**src/modem_pins_defines.svh**
```systemverilog
// constants for the modem-control pin block of the two serial ports
// assumes a single 20 MHz clock and an active-high asynchronous reset
//
// Contract
// - after reset the shared pin is terminal ready, driven inactive high.
// - request-to-send is active low and goes inactive high at reset.
// - loopback holds request-to-send and terminal ready high; with control bit 7 set the shared pin carries the baud clock instead.
// - control bit 7 set routes the baud generator onto the shared pin.
// - ring inputs stay watched while main power is off; raise wake-up.
// - serial data outputs sit idle high after reset.
`ifndef MODEM_PINS_DEFINES_SVH
`define MODEM_PINS_DEFINES_SVH
`define CTRL_TEST_BIT 7
`define CTRL_WIDTH 8
`define CTRL_RESET 8'h00
`define PIN_INACTIVE 1'b1
`define SYNC_STAGES 2
`define BUF_DEPTH 2
`endif

```
**src/modem_pins_pkg.sv**
```systemverilog
// types for the modem-control pin block
// assumes modem_pins_defines.svh is in the include path
package modem_pins_pkg;
    // synchronised, active-high view of one port's status inputs
    typedef struct packed {
        logic clear_to_send;
        logic carrier_detect;
        logic set_ready;
        logic ring;
        logic serial_in;
    } status_t;
    // control request from the uart core, active high
    typedef struct packed {
        logic terminal_ready;
        logic request_to_send;
        logic loopback;
        logic [7:0] extended_control_register;
        logic serial_out;
        logic baud_rate_test_output;
    } control_t;
endpackage : modem_pins_pkg

```
**src/modem_pins.sv**
```systemverilog
// pin logic of the two serial ports' modem-control interface
// assumes a uart core supplies control values and drains status words
// assumes the modem pins arrive unsynchronised; two stages settle them
`timescale 1ns/100ps
`include "modem_pins_defines.svh"
module modem_pins #(
    parameter int PORTS = 2
) (
    input wire logic clk_in,
    input wire logic sys_rst_in,
    input wire logic main_power_off_in,
    input wire logic [PORTS-1:0] cts_n_in,
    input wire logic [PORTS-1:0] dcd_n_in,
    input wire logic [PORTS-1:0] dsr_n_in,
    input wire logic [PORTS-1:0] ri_n_in,
    input wire logic [PORTS-1:0] sin_in,
    input wire modem_pins_pkg::control_t [PORTS-1:0] ctrl_in,
    output logic [PORTS-1:0] rts_n_out,
    output logic [PORTS-1:0] terminal_ready_or_baud_pin_out,
    output logic [PORTS-1:0] sout_out,
    output logic [PORTS-1:0] wake_up_out,
    output logic [PORTS-1:0] status_valid_out,
    input wire logic [PORTS-1:0] status_ready_in,
    output modem_pins_pkg::status_t [PORTS-1:0] status_out
);
    ////////////////////////////////////////////////////////////////////////
    // elaboration check: the logic needs at least one port to serve
    if (PORTS < 1) begin : g_bad_ports
        $error("modem_pins needs at least one port");
    end

    ////////////////////////////////////////////////////////////////////////
    // every flip-flop of the block outside the status buffers lives in this one record
    typedef struct packed {
        // two-stage synchroniser; only the second stage is ever decoded
        modem_pins_pkg::status_t [PORTS-1:0] sync1;
        modem_pins_pkg::status_t [PORTS-1:0] sync2;
        // the word most recently handed to the status buffer
        modem_pins_pkg::status_t [PORTS-1:0] last;
        // output pin levels, registered so no decode glitch reaches a pin
        logic [PORTS-1:0] rts_n;
        logic [PORTS-1:0] dtr_pin;
        logic [PORTS-1:0] sout;
        // wake-up levels, one per port
        logic [PORTS-1:0] wake;
    } pins_state_t;
    pins_state_t st_r;
    pins_state_t st_nxt;

    // active-high view of the pins
    modem_pins_pkg::status_t [PORTS-1:0] sample;

    // decoded control of each port
    logic [PORTS-1:0] test_mode;
    logic [PORTS-1:0] loop_on;

    // next pin levels, one bit per port
    logic [PORTS-1:0] rts_n_nxt;
    logic [PORTS-1:0] dtr_nxt;
    logic [PORTS-1:0] sout_nxt;

    // wake-up path
    logic [PORTS-1:0] ring_seen;
    logic [PORTS-1:0] wake_nxt;

    // status words and the handshake towards their buffers
    modem_pins_pkg::status_t [PORTS-1:0] word;
    modem_pins_pkg::status_t [PORTS-1:0] last_nxt;
    logic [PORTS-1:0] push;
    logic [PORTS-1:0] buf_ready;
    logic [PORTS-1:0] can_push;

    ////////////////////////////////////////////////////////////////////////
    // per-port logic: polarity, pin priority, wake-up and status words
    generate
        for (genvar g = 0; g < PORTS; g++) begin : g_port
            // status pins are active low; flip them once, pass serial in as is, so all logic is active high
            assign sample[g] = {~cts_n_in[g], ~dcd_n_in[g], ~dsr_n_in[g],
                                ~ri_n_in[g], sin_in[g]};

            // control fields that choose what the pins carry
            assign test_mode[g] =
                ctrl_in[g].extended_control_register[`CTRL_TEST_BIT];
            assign loop_on[g] = ctrl_in[g].loopback;

            // request to send: active low, held inactive in loopback
            assign rts_n_nxt[g] = loop_on[g]
                ? `PIN_INACTIVE
                : ~ctrl_in[g].request_to_send;

            // shared pin: test mode beats loopback, loopback beats ready;
            // test mode wins so the baud clock stays visible in loopback
            assign dtr_nxt[g] = test_mode[g]
                ? ctrl_in[g].baud_rate_test_output
                : loop_on[g]
                ? `PIN_INACTIVE
                : ~ctrl_in[g].terminal_ready;

            // loopback keeps the line idle so the far end sees no data
            assign sout_nxt[g] = loop_on[g]
                ? `PIN_INACTIVE
                : ctrl_in[g].serial_out;

            // only the settled ring bit counts; the first stage may be torn
            assign ring_seen[g] = main_power_off_in && st_r.sync2[g].ring;
            // a ring sets wake, which then holds until main power returns
            assign wake_nxt[g] = ring_seen[g]
                || (main_power_off_in && st_r.wake[g]);

            // a word is due whenever the settled sample leaves the last one
            assign word[g] = st_r.sync2[g];
            assign push[g] = (st_r.sync2[g] != st_r.last[g]);
            assign can_push[g] = push[g] && buf_ready[g];

            // a full buffer leaves last alone, so the word is offered again;
            // changes in the meantime merge into one newer word
            assign last_nxt[g] = can_push[g] ? st_r.sync2[g] : st_r.last[g];

            // two entries per port hold two changes for a stalled core; later ones merge
            status_buffer #(
                .WIDTH($bits(modem_pins_pkg::status_t))
            ) u_buf (
                .clk_in(clk_in),
                .sys_rst_in(sys_rst_in),
                .in_valid_in(push[g]),
                .in_ready_out(buf_ready[g]),
                .in_data_in(word[g]),
                .out_valid_out(status_valid_out[g]),
                .out_ready_in(status_ready_in[g]),
                .out_data_out(status_out[g])
            );
        end
    endgenerate

    ////////////////////////////////////////////////////////////////////////
    // next state gathered from the per-port values
    always_comb begin
        st_nxt = st_r;
        st_nxt.sync1 = sample;
        st_nxt.sync2 = st_r.sync1;
        st_nxt.last = last_nxt;
        st_nxt.rts_n = rts_n_nxt;
        st_nxt.dtr_pin = dtr_nxt;
        st_nxt.sout = sout_nxt;
        st_nxt.wake = wake_nxt;
    end

    ////////////////////////////////////////////////////////////////////////
    // reset drives every output pin except wake-up to its inactive high level; wake-up resets low
    always_ff @(posedge clk_in or posedge sys_rst_in) begin
        if (sys_rst_in) begin
            st_r.sync1 <= '0;
            st_r.sync2 <= '0;
            st_r.last <= '0;
            st_r.rts_n <= '1;
            st_r.dtr_pin <= '1;
            st_r.sout <= '1;
            st_r.wake <= '0;
        end else begin
            st_r <= st_nxt;
        end
    end

    ////////////////////////////////////////////////////////////////////////
    // outputs come straight from flip-flops, nothing decodes after them
    assign rts_n_out = st_r.rts_n;
    assign terminal_ready_or_baud_pin_out = st_r.dtr_pin;
    assign sout_out = st_r.sout;
    assign wake_up_out = st_r.wake;
endmodule : modem_pins

```
**src/status_buffer.sv**
```systemverilog
// two-entry valid/ready buffer for status words
// assumes one clock domain
`timescale 1ns/100ps
module status_buffer #(
    parameter int WIDTH = 5
) (
    input wire logic clk_in,
    input wire logic sys_rst_in,
    input wire logic in_valid_in,
    output logic in_ready_out,
    input wire logic [WIDTH-1:0] in_data_in,
    output logic out_valid_out,
    input wire logic out_ready_in,
    output logic [WIDTH-1:0] out_data_out
);
    typedef struct packed {
        logic [1:0][WIDTH-1:0] mem;
        logic rd;
        logic wr;
        logic [1:0] cnt;
    } buf_state_t;
    buf_state_t st_r;
    buf_state_t st_nxt;
    logic push;
    logic pop;

    // elaboration check: a word needs at least one bit
    if (WIDTH < 1) begin : g_bad_width
        $error("status_buffer width must be positive");
    end

    // flags straight from the count; data from the entry at the read side
    assign in_ready_out = (st_r.cnt != 2'h2);
    assign out_valid_out = (st_r.cnt != 2'h0);
    assign push = in_valid_in && in_ready_out;
    assign pop = out_valid_out && out_ready_in;
    assign out_data_out = st_r.mem[st_r.rd];

    // pointer and count update; full stalls the writer
    always_comb begin
        st_nxt = st_r;
        if (push) begin
            st_nxt.mem[st_r.wr] = in_data_in;
            st_nxt.wr = ~st_r.wr;
        end
        if (pop) begin
            st_nxt.rd = ~st_r.rd;
        end
        st_nxt.cnt = st_r.cnt + {1'b0, push} - {1'b0, pop};
    end

    always_ff @(posedge clk_in or posedge sys_rst_in) begin
        if (sys_rst_in) begin
            st_r <= '0;
        end else begin
            st_r <= st_nxt;
        end
    end
endmodule : status_buffer

```
**config.mk**
```make
export PLATFORM = sky130hd
export DESIGN_NAME = modem_pins
export DESIGN_NICKNAME = d
export VERILOG_FILES = /design/src/modem_pins_pkg.sv /design/src/modem_pins.sv /design/src/status_buffer.sv
export VERILOG_INCLUDE_DIRS = /design/src
export SDC_FILE = /design/constraint.sdc
export NUM_CORES = 1
export LEC_CHECK = 0
export ABC_AREA = 1
export BUFFER_PORTS_ARGS = -buffer_cell sky130_fd_sc_hd__buf_2
export CORE_ASPECT_RATIO = 0.75
export CORE_MARGIN = 3
export CORE_UTILIZATION = 45
export CTS_BUF_LIST = sky130_fd_sc_hd__clkbuf_8
export CTS_CLUSTER_DIAMETER = 40
export DETAILED_ROUTE_END_ITERATION = 10
export GPL_TIMING_DRIVEN = 0
export PLACE_DENSITY = 0.76
export SLEW_MARGIN = 15
export SYNTH_ARGS = -nofsm -noshare
export SYNTH_HDL_FRONTEND = slang
export SYNTH_SLANG_ARGS = --single-unit
```
**constraint.sdc**
```tcl
create_clock -name clk_in -period 2.38 [get_ports clk_in]
set_clock_uncertainty 0.05 [all_clocks]
set_input_delay 0.238 -clock clk_in [delete_from_list [all_inputs] [get_ports clk_in]]
set_output_delay 0.238 -clock clk_in [all_outputs]
set_load 0.03 [all_outputs]
```
After elaboration in Yosys (flattened, before gate mapping)
Index checks and enable logic that the tools add are counted.

operators by class
  add/sub/neg operators = 4
  order comparisons = 6
  equal/unequal tests = 4
  muxes and demuxes = 18
  bitwise logic cells = 16
  reduce and logical (&&, ||, !) cells = 14

operator list
  operator            number
  $mux 5              6
  $bwmux 10           2
  $not 1->1           16
  $demux 5 s1         2
  $logic_and 1x1->1   10
  $ne 5x5->1          2
  $lt 1x2->1 const B  4
  $mux 1              8
  $add 2x1->2         2
  $ne 2x2->1 const B  2
  $reduce_bool 2->1   2
  $sub 2x1->2         2
  $ge 1x1->1 const B  2
  $logic_or 1x1->1    2

word-level totals
  bits in registers = 66
  input bits = 41
  output and inout port bits = 20
  word-level logic and storage cells = 106

Logic depth before layout (Yosys ltp)
  depth in word-level cells = 5
  gate-level depth with buffers = 8
  depth with buffers taken out = 8

Modules after synthesis
A second synthesis with hierarchy kept.

second synthesis, totals
  cell total of the unflattened synthesis = 313
  area total of the unflattened synthesis = 2881.5 µm²

modules (own cells, without submodules)
  module         instances  cells each  area each (µm²)  seq. area each (µm²)
  status_buffer  2          90          723.2            350.3
  modem_pins     1          133         1435.1           958.4

Worst setup path before layout
Ideal clock, no wire load.

  kind = reg-to-reg
  start = register g_port[1].u_buf.st_r[1] (netlist bit)
  end = register g_port[1].u_buf.st_r[1] (netlist bit)
  library setup time = 117 ps
  data arrival time = 1342 ps
  data required time = 2213 ps
  slack = 871 ps
  stages on the path, launching flop included = 9
  path buffers = 0
  period minus slack after synthesis = 1509 ps
  path through = dfrtp_1 or2_2 nand2_1 inv_1 ha_1 inv_1 nand3_1 nand2_1 nand2_1

RTL lines
  element                   RTL line             text
  start: declaration        status_buffer.sv:22  buf_state_t st_r;
  start signal: assignment  status_buffer.sv:56  st_r <= st_nxt;

==> summary.txt <==
Drt
  • Per-cell routed wire length: 11.7 um
  • Final routed DRC violation total: 0
  • Via density: 4.63
  • Initial DRC count: 147
  • Remaining antenna violation count: 0
  • WL final: 5.34 mm
  • DR pass1 iterations: 4
  • Via count: 2115

Placement
  • Post-DP HPWL: 3.69 mm
  • GPL Wtd Cong: 0.821
  • I/O Buffers: 46
  • Placed cell count: 426

Clocking
  • Clock Tree Root: clkbuf_8
  • Setup bufs post-CTS: 0
  • PostCTS Resize Cnt: 0
  • Clock-pin slew on the worst setup and hold paths: 0.07 ns
  • Deepest clock path buffer count: 2
  • CTS Sinks: 66
  • Hold-fix buffers, CTS: 15
  • CTS buffer count: 9
  • H-tree Lvls: 3
  • Later-pin clock latency in the skew report: 0.33 ns
  • CTS tree: built

STA
  • Setup Viol. Count Final: 0
  • Clock period minus worst slack: 1.80 ns
  • RSZ-0062 raised after global routing: false
  • Fin. Hold Viols: 0
  • Fmax: 554 MHz
  • Fin crit share: 75.8%
  • Max_slew headroom: 76.4%
  • Max Transition Viols Final: 0
  • Worst slew pin tran: 0.353 ns

Setup path
  • Crit Path Class: reg2out
  • Type of destination of the critical path: output pin
  • Startpoint types: register
  • Data arrival, critical path: 1.52 ns
  • Critical Path RT: 2.09 ns
  • Crit-path max FO: 6

Final layout
  • Nets: 417
  • Number of antenna repair diodes: 0
  • Post-Layout Cell Count: 457
  • Area grow syn2layout: 24.0%
  • FILL cells: 519
  • Proportion of layout cells with a drive suffix above 1: 29.3%

Global routing
  • Initial antenna violation count: 0
  • Grt total ovfl: 0
  • Largest net degree at the start of global routing: 60
  • GR Util All Layers: 15.6%
  • Vias in the first global route: 1991
  • First-pass GRT wire length: 9.00 mm

Die
  • Core Footprint: 6010 um^2
  • Initial Util: 47.9%
  • DIE AREA: 7390 um^2
  • Row count: 24
  • Ports: 61
  • Die height: 75.2 um
  • Die X-Extent: 98.3 um

Power
  • Peak VDD IR: 0.402 mV
  • Power density over cell area: 1260 nW/um^2
  • Design Power: 4.51 mW
  • Leak: 1.93 nW

Synthesis
  • Syn. warnings: 0
  • Post-Syn Area: 2870 um^2
  • Post-Syn Nets: 344
  • Sequential area share after synthesis: 57.7%
  • Flops & latches, synth: 66
  • Syn Area/Cell: 9.55 um^2
  • Synth unique cells: 23
  • Synth Instances: 301

Flow run
  • Maxcap violations: 0

Status
  • Run status: complete, no violations

Min path
  • Min-Delay Path Class: in2reg
sequential cells by signal, summed over array words and instances (netlist names):
signal	count
terminal_ready_or_baud_pin_out	2
sout_out	2
g_port.u_buf.st_r	28
wake_up_out	2
rts_n_out	2
st_nxt	10
st_r	20
synthesized netlist by cell type:
master / number / area [um^2]
o21ai_0: 11 / 55.1
mux2_2: 10 / 113
nor2_1: 6 / 22.5
nand2_4: 1 / 11.3
nand4_1: 22 / 138
buf_6: 2 / 22.5
dfstp_2: 6 / 158
nand3_1: 5 / 25.0
nand3_2: 4 / 40.0
nand3_4: 2 / 35.0
nand2_1: 95 / 357
ha_1: 2 / 25.0
or2_2: 4 / 25.0
buf_2: 4 / 20.0
nor2_2: 4 / 25.0
buf_4: 10 / 75.1
xnor2_1: 4 / 35.0
a31oi_1: 2 / 12.5
inv_1: 43 / 161
clkbuf_1: 2 / 7.51
nand2_2: 1 / 6.26
inv_2: 1 / 3.75
dfrtp_1: 60 / 1500
layout make-up:
class	instances	area [um^2]	area share [%]
Buffer	18	125	3.51
Clock buffer	12	165	4.63
Clock inverter	4	17.5	0.491
Inverter	44	168	4.70
Multi-Input combinational cell	173	925	25.9
Sequential cell	66	1660	46.5
Tap cell	78	97.6	2.74
Timing Repair Buffer	62	408	11.4
routing by layer:
metal | up-vias | part of all wire (%) | track usage [%]
met5 | - | 0 | 0
met4 | 0 | 0.51 | 5.00
met3 | 2 | 5.5 | 5.65
met2 | 56 | 45 | 23.9
met1 | 981 | 49 | 21.1
li1 | 1076 | - | -
through the flow:
step / utilization (%) / setup slack, ns / hold WS, ns / setup TNS (ns) / area [um^2]
CTS: 59.4 / 0.533 / 0.0214 / 0 / 3560
global route: 59.4 / 0.490 / 0.0144 / 0 / 3560
floorplan: - / 0.447 / 0.219 / 0 / 2870
detailed placement: 53.8 / 0.748 / 0.0917 / 0 / 3230
finish: 59.4 / 0.575 / 0.0468 / 0 / 3560
global placement: 53.3 / -0.285 / 0.284 / -16.89 / 3200
final timing paths:
path | start | endpoint | slack [ns] | cells past startpoint
worst min register to register | st_nxt[20] | st_r[20] | 0.30 | 0
worst min-delay path | ctrl_in[14] | sout_out[1] | 0.05 | 2
worst max-delay path | g_port[0].u_buf.st_r[3] | status_out[4] | 0.58 | 3
min in group asynchronous | sys_rst_in | st_r[20] | 0.31 | 3
max in group asynchronous | sys_rst_in | rts_n_out[1] | 1.45 | 4
worst max register to register | g_port[1].u_buf.st_r[1] | g_port[1].u_buf.st_r[1] | 0.73 | 8
cell families (layout without fill, tap and decap cells):
group | after synthesis | count (layout) | synth area share (%)
buffers and inverters | 62 | 140 | 10.1
flip-flops | 66 | 66 | 57.7
AO/OA/AOI/OAI | 13 | 13 | 2.35
adder cells (fa/ha/maj) | 2 | 2 | 0.871
XOR/XNOR | 4 | 4 | 1.22
multiplexers | 10 | 10 | 3.92
AND/OR/NAND/NOR | 144 | 144 | 23.8
where the power goes:
| part | total, mW | internal [mW] | switching (mW) | leakage (nW) |
|---|---|---|---|---|
| clock network | 0.838 | 0.453 | 0.385 | 0.105 |
| logic | 1.99 | 0.736 | 1.26 | 1.04 |
| registers | 1.68 | 1.49 | 0.187 | 0.781 |
worst max-delay path, stage by stage, from the launching register on:
cell and delay, ns:
dfrtp_1 0.33, clkbuf_1 0.30, mux2_2 0.39, buf_2 0.18
layout by cell type, fill, tap and decap left out, drive strengths merged:
cell type	count
a31oi	2
buf	63
clkbuf	14
clkinv	2
dfrtp	60
dfstp	6
dlygate4sd3	15
ha	2
inv	46
mux2	10
nand2	97
nand3	11
nand4	22
nor2	10
o21ai	11
or2	4
xnor2	4
(Power assumes the default switching activity.)
